===== config.mk =====
export PLATFORM = sky130hd
export DESIGN_NAME = oag_operand_addr
export DESIGN_NICKNAME = d
export VERILOG_FILES = /design/src/verilog/oag_pair_reader.v /design/src/verilog/oag_addr_adder.v /design/src/verilog/oag_operand_addr.v
export VERILOG_INCLUDE_DIRS = /design/src /design/src/shared
export SDC_FILE = /design/constraint.sdc
export NUM_CORES = 1
export LEC_CHECK = 0
export BUFFER_PORTS_ARGS = -buffer_cell sky130_fd_sc_hd__buf_2
export CAP_MARGIN = 5
export CORE_MARGIN = 2
export CORE_UTILIZATION = 45
export DETAILED_ROUTE_END_ITERATION = 8
export GPL_TIMING_DRIVEN = 1
export PLACE_DENSITY_LB_ADDON = 0.1
export SLEW_MARGIN = 10
export SYNTH_ARGS = -nofsm -noshare
export SYNTH_HDL_FRONTEND = slang
export SYNTH_SLANG_ARGS = --single-unit

===== constraint.sdc =====
create_clock -name ref_clk_i -period 5.85 [get_ports ref_clk_i]
set_input_delay 0.585 -clock ref_clk_i [delete_from_list [all_inputs] [get_ports ref_clk_i]]
set_output_delay 0.585 -clock ref_clk_i [all_outputs]
set_load 0.03 [all_outputs]

===== src/shared/oag_defines.vh =====
/*
  constants for the operand address generator: mode codes, instruction
  classes, target spaces and the working register window base.
  assumes inclusion by bare name from the design files.
*/
`ifndef OAG_DEFINES_VH
`define OAG_DEFINES_VH

// addressing mode codes carried on mode_i
`define OAG_MODE_REG      3'h0
`define OAG_MODE_WREG     3'h1
`define OAG_MODE_PTR      3'h2
`define OAG_MODE_INDEX    3'h3
`define OAG_MODE_ABS      3'h4
`define OAG_MODE_JOFS     3'h5
`define OAG_MODE_LIT      3'h6

// instruction classes carried on class_i
`define OAG_CLS_REGLOAD   3'h0
`define OAG_CLS_CODELOAD  3'h1
`define OAG_CLS_EXTLOAD   3'h2
`define OAG_CLS_ABSJUMP   3'h3
`define OAG_CLS_CALL      3'h4
`define OAG_CLS_SHORTJMP  3'h5
`define OAG_CLS_OTHER     3'h6

// operand target space on space_o
`define OAG_SPC_NONE      2'h0
`define OAG_SPC_RF        2'h1
`define OAG_SPC_CODE      2'h2
`define OAG_SPC_EXT       2'h3

// working register window base (c0h..cfh)
`define OAG_WREG_BASE     8'hc0

// index offset size selector
`define OAG_OFS_SHORT     1'b0
`define OAG_OFS_LONG      1'b1

`endif


===== src/verilog/oag_pair_reader.v =====
/*
  register pair fetch: reads the even (msb) then odd (lsb) byte of a
  16-bit pair from the register file, one byte per cycle.
  assumes the register file answers a read in the same cycle it is asked.
*/
`timescale 1ns/1ps
`default_nettype none

module oag_pair_reader (
  // clock and reset
  input wire ref_clk_i,
  input wire rstn_i,
  // request
  input wire start_i,
  input wire [7:0] pair_addr_i,
  // register file port
  output wire [7:0] rf_addr_o,
  input wire [7:0] rf_data_i,
  // result
  output reg [15:0] pair_o,
  output wire done_o
);

  localparam ST_IDLE = 3'b001;
  localparam ST_HI = 3'b010;
  localparam ST_LO = 3'b100;

  reg [2:0] state_reg;
  reg [2:0] state_next;
  reg [7:0] base_reg;

  // pairs always start on an even address: force bit 0 low
  assign rf_addr_o = (state_reg == ST_LO) ? {base_reg[7:1], 1'b1} :
                     {base_reg[7:1], 1'b0};
  assign done_o = (state_reg == ST_LO);

  // sequence control
  always @* begin
    case (state_reg)
      ST_IDLE: state_next = start_i ? ST_HI : ST_IDLE;
      ST_HI: state_next = ST_LO;
      ST_LO: state_next = ST_IDLE;
      default: state_next = ST_IDLE;
    endcase
  end

  // msb lands from the even byte, lsb from the odd byte
  always @(posedge ref_clk_i or negedge rstn_i) begin
    if (!rstn_i) begin
      state_reg <= ST_IDLE;
      base_reg <= 8'h00;
      pair_o <= 16'h0000;
    end else begin
      state_reg <= state_next;
      if (state_reg == ST_IDLE && start_i)
        base_reg <= pair_addr_i;
      if (state_reg == ST_HI)
        pair_o[15:8] <= rf_data_i;
      if (state_reg == ST_LO)
        pair_o[7:0] <= rf_data_i;
    end
  end

endmodule // oag_pair_reader

`default_nettype wire


===== src/verilog/oag_addr_adder.v =====
/*
  wrapping address adder: 16-bit base plus sign-extended
  8-bit or full 16-bit offset, modulo 65536, result registered.
  assumes inputs are stable in the cycle load_i is high.
*/
`timescale 1ns/1ps
`default_nettype none

module oag_addr_adder (
  // clock and reset
  input wire ref_clk_i,
  input wire rstn_i,
  // operands
  input wire load_i,
  input wire [15:0] base_i,
  input wire [15:0] ofs_i,
  input wire long_i,
  // result
  output reg [15:0] sum_o
);

  wire [15:0] ofs_ext;
  wire [16:0] full_sum;

  // short offsets are signed bytes, -128..+127
  assign ofs_ext = long_i ? ofs_i : {{8{ofs_i[7]}}, ofs_i[7:0]};
  assign full_sum = {1'b0, base_i} + {1'b0, ofs_ext};

  // carry out of bit 15 is dropped, no overflow flag
  always @(posedge ref_clk_i or negedge rstn_i) begin
    if (!rstn_i)
      sum_o <= 16'h0000;
    else if (load_i)
      sum_o <= full_sum[15:0];
  end

endmodule // oag_addr_adder

`default_nettype wire


===== src/verilog/oag_operand_addr.v =====
/*
  operand address generation for an 8-bit core: turns a decoded
  instruction into a register file, code or external memory address,
  an immediate operand, or a new instruction pointer.
  assumes a decoder supplying mode, class and fields, and a register file
  with a combinational read port.
*/
`timescale 1ns/1ps
`default_nettype none
`include "oag_defines.vh"

module oag_operand_addr #(
  parameter RESET_VECTOR = 16'h0100
) (
  // clock and reset
  input wire ref_clk_i,
  input wire rstn_i,
  // decoded instruction
  input wire start_i,
  input wire [2:0] mode_i,
  input wire [2:0] class_i,
  input wire [7:0] reg_field_i,
  input wire [7:0] ofs_lo_i,
  input wire [7:0] ofs_hi_i,
  input wire long_ofs_i,
  input wire to_ext_i,
  input wire [15:0] next_ip_i,
  input wire ip_step_i,
  // register file read port
  output wire [7:0] rf_addr_o,
  input wire [7:0] rf_data_i,
  // results
  output reg [1:0] space_o,
  output reg [15:0] opnd_addr_o,
  output reg [7:0] opnd_val_o,
  output reg opnd_is_val_o,
  output reg done_o,
  output reg illegal_o,
  output reg [15:0] ip_o,
  output wire [15:0] fetch_addr_o
);

  // ********************************************************************
  // helpers
  // ********************************************************************

  // window locations: 4-bit number placed over the c0h base
  function [7:0] wreg_loc;
    input [3:0] num;
    begin
      wreg_loc = `OAG_WREG_BASE | {4'h0, num};
    end
  endfunction

  // which modes each class may use
  function mode_ok;
    input [2:0] cls;
    input [2:0] md;
    begin
      case (cls)
        `OAG_CLS_REGLOAD: mode_ok = (md != `OAG_MODE_ABS) &&
                                    (md != `OAG_MODE_JOFS);
        `OAG_CLS_CODELOAD,
        `OAG_CLS_EXTLOAD: mode_ok = (md == `OAG_MODE_PTR) ||
                                    (md == `OAG_MODE_INDEX) ||
                                    (md == `OAG_MODE_ABS) ||
                                    (md == `OAG_MODE_WREG);
        `OAG_CLS_ABSJUMP,
        `OAG_CLS_CALL: mode_ok = (md == `OAG_MODE_ABS) ||
                                 (md == `OAG_MODE_PTR);
        `OAG_CLS_SHORTJMP: mode_ok = (md == `OAG_MODE_JOFS);
        `OAG_CLS_OTHER: mode_ok = (md != `OAG_MODE_INDEX) &&
                                  (md != `OAG_MODE_JOFS) &&
                                  (md != `OAG_MODE_ABS);
        default: mode_ok = 1'b0;
      endcase
    end
  endfunction

  // ********************************************************************
  // state and storage
  // ********************************************************************

  localparam ST_IDLE = 5'b00001;
  localparam ST_RD = 5'b00010;
  localparam ST_PAIR = 5'b00100;
  localparam ST_ADD = 5'b01000;
  localparam ST_DONE = 5'b10000;

  reg [4:0] state_reg;
  reg [4:0] state_next;
  reg [2:0] mode_reg;
  reg [2:0] class_reg;
  reg [7:0] field_reg;
  reg [15:0] ofs_reg;
  reg long_reg;
  reg ext_reg;
  reg [15:0] add_base;
  reg [15:0] add_ofs;
  reg add_long;
  reg add_load;
  reg [7:0] rf_rd_addr;
  reg [1:0] mem_space;

  wire [15:0] sum_w;
  wire [15:0] pair_w;
  wire pair_done_w;
  wire [7:0] pair_rf_addr_w;
  wire pair_start_w;
  wire [7:0] pair_base_w;
  wire is_jump_w;
  wire [7:0] rf_index_sum_w;

  // the pair reader owns the read port while it is busy
  assign rf_addr_o = (state_reg == ST_PAIR) ? pair_rf_addr_w : rf_rd_addr;
  assign fetch_addr_o = ip_o;
  assign is_jump_w = (class_reg == `OAG_CLS_ABSJUMP) ||
                     (class_reg == `OAG_CLS_CALL) ||
                     (class_reg == `OAG_CLS_SHORTJMP);
  // carry out of the byte add is lost on purpose
  assign rf_index_sum_w = ofs_reg[7:0] + rf_data_i;
  assign pair_start_w = (state_reg == ST_RD) && (state_next == ST_PAIR);
  // indexed memory bases sit in a working register pair, pointers anywhere
  assign pair_base_w = (mode_reg == `OAG_MODE_INDEX) ?
                       wreg_loc(field_reg[3:0]) : field_reg;

  // ********************************************************************
  // sub blocks
  // ********************************************************************

  oag_pair_reader i_oag_pair_reader (
    .ref_clk_i(ref_clk_i),
    .rstn_i(rstn_i),
    .start_i(pair_start_w),
    .pair_addr_i(pair_base_w),
    .rf_addr_o(pair_rf_addr_w),
    .rf_data_i(rf_data_i),
    .pair_o(pair_w),
    .done_o(pair_done_w)
  );

  oag_addr_adder i_oag_addr_adder (
    .ref_clk_i(ref_clk_i),
    .rstn_i(rstn_i),
    .load_i(add_load),
    .base_i(add_base),
    .ofs_i(add_ofs),
    .long_i(add_long),
    .sum_o(sum_w)
  );

  // ********************************************************************
  // control
  // ********************************************************************

  // target space of a memory-side access
  always @* begin
    if (is_jump_w || class_reg == `OAG_CLS_CODELOAD)
      mem_space = `OAG_SPC_CODE;
    else if (class_reg == `OAG_CLS_EXTLOAD || ext_reg)
      mem_space = `OAG_SPC_EXT;
    else
      mem_space = `OAG_SPC_CODE;
  end

  // register file address while reading the pointer or index
  always @* begin
    if (mode_reg == `OAG_MODE_INDEX && class_reg == `OAG_CLS_REGLOAD)
      rf_rd_addr = wreg_loc(field_reg[3:0]);
    else if (mode_reg == `OAG_MODE_WREG)
      rf_rd_addr = wreg_loc(field_reg[3:0]);
    else
      rf_rd_addr = field_reg;
  end

  // next state: pairs go through the pair reader, sums through adder
  always @* begin
    state_next = state_reg;
    case (state_reg)
      ST_IDLE: begin
        if (start_i) begin
          if (!mode_ok(class_i, mode_i))
            state_next = ST_DONE;
          else if (mode_i == `OAG_MODE_PTR ||
                   mode_i == `OAG_MODE_INDEX)
            state_next = ST_RD;
          else if (mode_i == `OAG_MODE_JOFS)
            state_next = ST_ADD;
          else
            state_next = ST_DONE;
        end
      end
      ST_RD: begin
        if (class_reg == `OAG_CLS_REGLOAD || class_reg == `OAG_CLS_OTHER)
          state_next = ST_DONE;
        else
          state_next = ST_PAIR;
      end
      ST_PAIR: begin
        if (pair_done_w)
          state_next = (mode_reg == `OAG_MODE_INDEX) ? ST_ADD : ST_DONE;
      end
      ST_ADD: state_next = ST_DONE;
      ST_DONE: state_next = ST_IDLE;
      default: state_next = ST_IDLE;
    endcase
  end

  // adder feed: pair base plus offset, or pointer plus displacement
  always @* begin
    add_load = 1'b0;
    add_base = pair_w;
    add_ofs = ofs_reg;
    add_long = long_reg;
    if (state_reg == ST_IDLE && start_i && mode_i == `OAG_MODE_JOFS) begin
      add_load = 1'b1;
      add_base = next_ip_i;
      add_ofs = {ofs_hi_i, ofs_lo_i};
      add_long = `OAG_OFS_SHORT;
    end else if (state_reg == ST_PAIR && pair_done_w) begin
      add_load = 1'b1;
      add_base = {pair_w[15:8], rf_data_i};
    end
  end

  // ********************************************************************
  // registers
  // ********************************************************************

  // capture fields, drive results and the instruction pointer
  always @(posedge ref_clk_i or negedge rstn_i) begin
    if (!rstn_i) begin
      state_reg <= ST_IDLE;
      mode_reg <= 3'h0;
      class_reg <= 3'h0;
      field_reg <= 8'h00;
      ofs_reg <= 16'h0000;
      long_reg <= 1'b0;
      ext_reg <= 1'b0;
      space_o <= `OAG_SPC_NONE;
      opnd_addr_o <= 16'h0000;
      opnd_val_o <= 8'h00;
      opnd_is_val_o <= 1'b0;
      done_o <= 1'b0;
      illegal_o <= 1'b0;
      ip_o <= RESET_VECTOR[15:0];
    end else begin
      state_reg <= state_next;
      done_o <= 1'b0;
      if (ip_step_i)
        ip_o <= next_ip_i;
      if (state_reg == ST_IDLE && start_i) begin
        mode_reg <= mode_i;
        class_reg <= class_i;
        field_reg <= reg_field_i;
        ofs_reg <= {ofs_hi_i, ofs_lo_i};
        long_reg <= long_ofs_i;
        ext_reg <= to_ext_i;
        illegal_o <= !mode_ok(class_i, mode_i);
        opnd_is_val_o <= 1'b0;
        space_o <= `OAG_SPC_NONE;
        case (mode_i)
          `OAG_MODE_REG: begin
            space_o <= `OAG_SPC_RF;
            opnd_addr_o <= {8'h00, reg_field_i};
          end
          `OAG_MODE_WREG: begin
            space_o <= `OAG_SPC_RF;
            opnd_addr_o <= {8'h00, wreg_loc(reg_field_i[3:0])};
          end
          `OAG_MODE_LIT: begin
            opnd_val_o <= ofs_lo_i;
            opnd_is_val_o <= 1'b1;
          end
          `OAG_MODE_ABS: begin
            opnd_addr_o <= {ofs_hi_i, ofs_lo_i};
            space_o <= (class_i == `OAG_CLS_EXTLOAD) ? `OAG_SPC_EXT :
                       `OAG_SPC_CODE;
            if (mode_ok(class_i, mode_i) &&
                (class_i == `OAG_CLS_ABSJUMP || class_i == `OAG_CLS_CALL))
              ip_o <= {ofs_hi_i, ofs_lo_i};
          end
          default: opnd_addr_o <= opnd_addr_o;
        endcase
      end
      // register file pointer or indexed register load result
      if (state_reg == ST_RD && state_next == ST_DONE) begin
        space_o <= `OAG_SPC_RF;
        if (mode_reg == `OAG_MODE_INDEX)
          opnd_addr_o <= {8'h00, rf_index_sum_w};
        else
          opnd_addr_o <= {8'h00, rf_data_i};
      end
      // plain pair pointer into code or external memory
      if (state_reg == ST_PAIR && pair_done_w &&
          mode_reg == `OAG_MODE_PTR) begin
        space_o <= mem_space;
        opnd_addr_o <= {pair_w[15:8], rf_data_i};
        if (is_jump_w)
          ip_o <= {pair_w[15:8], rf_data_i};
      end
      if (state_reg == ST_DONE) begin
        done_o <= 1'b1;
        // a refused index or relative mode leaves address and pointer untouched
        if (!illegal_o && mode_reg == `OAG_MODE_INDEX &&
            class_reg != `OAG_CLS_REGLOAD &&
            class_reg != `OAG_CLS_OTHER) begin
          space_o <= mem_space;
          opnd_addr_o <= sum_w;
        end
        if (!illegal_o && mode_reg == `OAG_MODE_JOFS) begin
          space_o <= `OAG_SPC_CODE;
          opnd_addr_o <= sum_w;
          ip_o <= sum_w;
        end
      end
    end
  end

endmodule // oag_operand_addr

`default_nettype wire


==> results.toml, run 1 <==
[outcome]
status = "complete, no violations"

[final_layout]
design_area_mm2 = 0.00894
filler_cell_count = 1531
drive_above_1_share = 0.257
num_antenna_cells = 0
area_delta_synth_final_pct = 16.7
finalNetCount = 1003
final_cells = 1150

[yosys]
async_flop_share = 1.00
syn_inst = 826
post-synth-top-area-fraction = 0.395
syn_area_mm2 = 0.00766
yosysSeqAreaShare = 0.405
yosysTopAreaCell = "dfrtp_1"
ys_types = 69
synth_edf_count = 0
yosys_warnings = 0
yosys-top-cells-area = "dfrtp_1 (40%), mux2_2 (7.9%), a21oi_1 (5.1%)"
syn_nets = 910
ys_ff_latch = 124
synth_flop_cell = "dfrtp_1"
syn_avg_cell_area_um2 = 9.28

[global_route]
grt_start_max_net_pins = 45
grt_first_pass_wirelength_um = 37800
grt.overflow.total = 0
grtUsageTotal = 0.273
antenna_found_initial = 1
grt_pass1_vias = 6713

[timing]
period_needed_ns = 4.63
worstMarginPinSlew_ns = 0.875
final_max_slew_viol_count = 0
clock.fmax_ghz = 0.216
holdWs_ns = 0.171
rsz0062_at_grt = "no"
fin_crit_sh = 0.792
hold_violations = 0
worst_slack_ns = 1.22
fin_worst_skew_ns = 0.00759
fin_tns_setup_ns = 0
slew-limit-headroom = 0.415
finalSetupViolations = 0

[drt]
drtIter0Drc = 449
wl_per_cell_um = 20.8
avgViaCountPerCell = 5.88
wl_um = 23900
route.detailed.drc = 0
first_pass_iters = 5
vias = 6766
ant_nets = 0

[worst_setup_path]
rr_startpoint = "state_reg[0]"
critical_path_arrival_ns = 4.93
endpoint_kind = "flip-flop"
worstPathMaxFanout = 15
crit_required_ns = 6.14
start_kind = "flip-flop"
r2r-end = "i_oag_addr_adder.sum_o[14]"
crit_type = "flip-flop to flip-flop"
reg2reg_slack_ns = 1.22
r2r_cells = 12

[clock_tree]
path_clk_slew_ns = 0.05
cts_max_path_buffers = 2
cts_buffers = 17
cts_resized = 0
cts-root-buf = "clkbuf_16"
cts_tree = "built"
post_cts_buffers = 0
holdBufCountCts = 0
htree_levels = 4
clkLatencyLatePin_ns = 0.43
cts_sinks = 124

[place]
dp.cells = 1120
gp_congestion = 0.904
pre_cts_ws_ns = 0.978
dp_hpwl_um = 17400
place_area_mm2 = 0.00836
io_buffers = 128

[floorplan]
die_w_um = 135
die_h_um = 135
io_pins = 129
die-area_mm2 = 0.0181
start_util = 0.461
fp-row-count = 47
coreArea_mm2 = 0.0166

[pwr]
p_leak_uw = 0.00421
irDropWorstVdd_v = 0.000228
power_density_mw_per_mm2 = 419

[job]
maxCapViolCount = 0

[hold_path]
holdCritPathClass = "input port to async pin"
-- worst max-delay path by stage --
stage                 startpoint                         end  cells after the start
floorplan              mode_i[1]  i_oag_addr_adder.sum_o[14]                     14
global placement       mode_i[0]  i_oag_addr_adder.sum_o[14]                     12
detailed placement     mode_i[0]  i_oag_addr_adder.sum_o[14]                     12
CTS                 state_reg[0]  i_oag_addr_adder.sum_o[14]                     12
global route        state_reg[0]  i_oag_addr_adder.sum_o[14]                     12
finish              state_reg[0]  i_oag_addr_adder.sum_o[14]                     12
-- layout by cell type (no fill, tap or decap), drive strengths merged, types with 5 or more instances in the layout --
cell type / netlist / routed
a211oi: 22 / 22
a21oi: 79 / 79
a221oi: 11 / 11
a22o: 10 / 10
a22oi: 5 / 5
a31oi: 9 / 9
and2: 6 / 6
buf: 38 / 141
clkbuf: 29 / 22
clkinv: 0 / 6
dfrtp: 121 / 121
ha: 22 / 22
inv: 18 / 18
mux2: 69 / 69
mux2i: 28 / 28
nand2: 72 / 72
nand3: 6 / 6
nand4: 11 / 11
nor2: 94 / 94
nor2b: 11 / 11
nor3: 14 / 14
nor3b: 9 / 9
o21ai: 53 / 53
o22ai: 5 / 5
xnor2: 8 / 8
xor2: 13 / 13
-- synthesized netlist by cell type (all sizes together) (9+ instances only) --
cell    number
dfrtp      121
nor2        94
a21oi       79
nand2       72
mux2        69
o21ai       53
buf         38
clkbuf      29
mux2i       28
a211oi      22
ha          22
inv         18
nor3        14
xor2        13
a221oi      11
nand4       11
nor2b       11
a22o        10
a31oi        9
nor3b        9
-- routing by layer --
metal  routed length [um]  vias up  global-route usage
met3                 1340       29              0.0526
met1                10800     3328               0.374
li1                     -     3170                   -
met4                  326        2              0.0749
met5                    8        -                   0
met2                11400      237               0.443
-- final cells by class --
class	count	area, um^2	share of cell area
multi-input cells	617	4170	0.466
repair buffers	141	741	0.0828
inverters	18	67.6	0.00756
clock inverters	8	90.1	0.0101
well taps	220	275	0.0308
flip-flops and latches	124	3110	0.347
clock buffers	22	494	0.0553
-- through the flow --
stage               utilization  power [uW]
finish                    0.537        3750
global route              0.537        3950
CTS                       0.537        3750
detailed placement        0.502        2680
global placement          0.502        2650
floorplan                     -        2270
-- critical path, cell delays in order (launching register included) --
cell and delay [ns]:
dfstp_2 0.57, nor4bb_2 0.22, buf_4 0.25, or4b_1 0.74, mux2_1 0.42, ha_1 0.25, fa_1 0.48, a211oi_1 0.33
o21ai_0 0.20, a311oi_1 0.54, a221oi_1 0.23, xnor2_1 0.18, a21oi_1 0.08
-- logic make-up after synthesis --
group	Yosys count	synth area share
and+or+nand+nor	246	0.151
AOI/OAI and AO/OA	229	0.188
DFF	124	0.405
muxes	97	0.138
buffers and inverters	85	0.0531
adders and majority gates	24	0.0411
xor gates and xnor gates	21	0.0240
-- power by group --
group | switching (uW) | internal [uW] | total (uW)
Clock | 386 | 673 | 1060
Combinational | 826 | 527 | 1350
Sequential | 238 | 1090 | 1330
(Power assumes the default switching activity.)
==> inputs of run 2 (changes only) <==
==> constraint.sdc (replaced) <==
create_clock -name ref_clk_i -period 3.71 [get_ports ref_clk_i]
set_input_delay 0.371 -clock ref_clk_i [delete_from_list [all_inputs] [get_ports ref_clk_i]]
set_output_delay 0.371 -clock ref_clk_i [all_outputs]
set_load 0.03 [all_outputs]
==> results.toml, run 2 (same netlist as run 1, synthesis figures left out) <==
[pwr]
p_sw_uw = 2300
seq_power_share = 0.352
p_comb_frac = 0.369
internal_power_uw = 3700
swShare = 0.384
p_leak_uw = 0.00432
power_density_mw_per_mm2 = 653
power_uw = 6000
irDropWorstVdd_v = 0.000363
pwr-share-clk = 0.280

[worst_setup_path]
worstPathMaxFanout = 7
start_kind = "flip-flop"
endpoint_kind = "flip-flop"
rr_startpoint = "state_reg[0]"
crit_type = "flip-flop to flip-flop"
crit_required_ns = 4.00
critical_path_arrival_ns = 3.87
cp-startpoint = "state_reg[0]"

[drt]
vias = 6843
first_pass_iters = 6
ant_nets = 0
drtIter0Drc = 468
route.detailed.drc = 0
wl_um = 24000
avgViaCountPerCell = 5.83
wl_per_cell_um = 20.5

[timing]
clock.fmax_ghz = 0.280
holdWs_ns = 0.132
worst_slack_ns = 0.134
fin_worst_skew_ns = 0.0116
final_max_slew_viol_count = 0
period_needed_ns = 3.58
hold_violations = 0
fin_crit_sh = 0.964
slew-limit-headroom = 0.334
finalSetupViolations = 0
fin_tns_setup_ns = 0
worstMarginPinSlew_ns = 1.00

[global_route]
grt.overflow.total = 0
grt_util_met3 = 0.0450
grtUsageTotal = 0.271
grt_busiest_layer = "met2"
grt_pass1_vias = 6955
grt_start_max_net_pins = 77
use_met2 = 0.432
grt_first_pass_wirelength_um = 37800
grt_use_met1 = 0.373
antenna_found_initial = 0

[floorplan]
io_pins = 129
die_h_um = 135
start_util = 0.461
die-area_mm2 = 0.0181
die_w_um = 135
fp-row-count = 47
coreArea_mm2 = 0.0166

[clock_tree]
cts_buffers = 17
cts_tree = "built"
cts_max_path_buffers = 2
cts-root-buf = "clkbuf_16"
clkLatencyLatePin_ns = 0.43
htree_levels = 4
path_clk_slew_ns = 0.05
cts_sinks = 124

[final_layout]
seqCellArea_mm2 = 0.00311
drive_above_1_share = 0.282
area_delta_synth_final_pct = 19.9
num_antenna_cells = 0
final_cell_mix = "buf_2 (127), dfrtp_1 (121), nor2_1 (94)"
multi_input_area_mm2 = 0.00424
filler_cell_count = 1521
final_common_cell = "buf_2"
finalNetCount = 1024

[place]
pre_cts_ws_ns = -0.0776
gp_congestion = 0.964
io_buffers = 128
dp_hpwl_um = 17500

[hold_path]
holdCritPathClass = "input port to async pin"

[job]
maxCapViolCount = 0

[outcome]
status = "complete, no violations"
[run 2: changes by cell type in the layout (fill, tap and decap cells not counted), moves of 2 or more]
cell and change:
buf_4 +19, a21oi_2 +2, o21ai_2 +2, a211oi_1 -2, o21ai_0 -2, clkbuf_1 +5, clkbuf_8 -3, a21oi_1 -2
[run 2: worst max-delay path, cell delays in order, from the launching register on]
cell and delay [ns]:
dfstp_2 0.52, nor4bb_4 0.21, or4b_4 0.56, buf_4 0.20, mux2_1 0.31, ha_1 0.35, buf_4 0.15, o21ai_0 0.09
o211ai_1 0.36, nand2_1 0.17, o21a_1 0.23, xor2_1 0.19, a21oi_1 0.09
[run 2: path summary, 6_finish.rpt]
path / end / slack, ns / cells past startpoint
max reg2reg: i_oag_addr_adder.sum_o[9] / 0.13 / 12
min reg2reg: opnd_val_o[7] / 0.48 / 2
min: opnd_val_o[3] / 0.13 / 1
max in group asynchronous: i_oag_pair_reader.state_reg[0] / 2.75 / 2
max: i_oag_addr_adder.sum_o[9] / 0.13 / 12
min in group ref_clk_i: long_reg / 0.18 / 2
[run 2: power by group through the flow]
stage / Clock, uW / Combinational [uW] / Sequential [uW]
after global routing: 1770 / 2420 / 2150
after detailed placement: 0 / 2170 / 2110
final: 1680 / 2210 / 2110
after global placement: 0 / 2140 / 2100
after CTS: 1700 / 2190 / 2090
after floorplan: 0 / 1310 / 2280
[run 2: area by class of cell]
cell class	instances	area share
Multi-Input combinational cell	617	0.461
Sequential cell	124	0.338
Timing Repair Buffer	162	0.0996
Clock buffer	24	0.0513
Tap cell	220	0.0300
Clock inverter	8	0.0125
Inverter	18	0.00735
[run 2: per-stage QoR]
stage                     std cells   util  instance area, um^2
final                          1173  0.552                 9190
after CTS                      1173  0.549                 9140
after global placement         1140  0.513                 8540
after detailed placement       1140  0.513                 8540
after floorplan                 826      -                 7690
after global routing           1173  0.552                 9190
[run 2: routing by layer]
metal / vias up / wire length [um]
met5: - / 0
met4: 0 / 602
met3: 54 / 1270
met2: 252 / 11200
met1: 3318 / 11000
li1: 3219 / -
[run 2: timing repair]
action,4_1_cts,5_1_grt
pin swaps,1,2
hold buffers,0,0
setup buffers,1,0
resized for setup,1,11
endpoints found under the setup margin,6,6
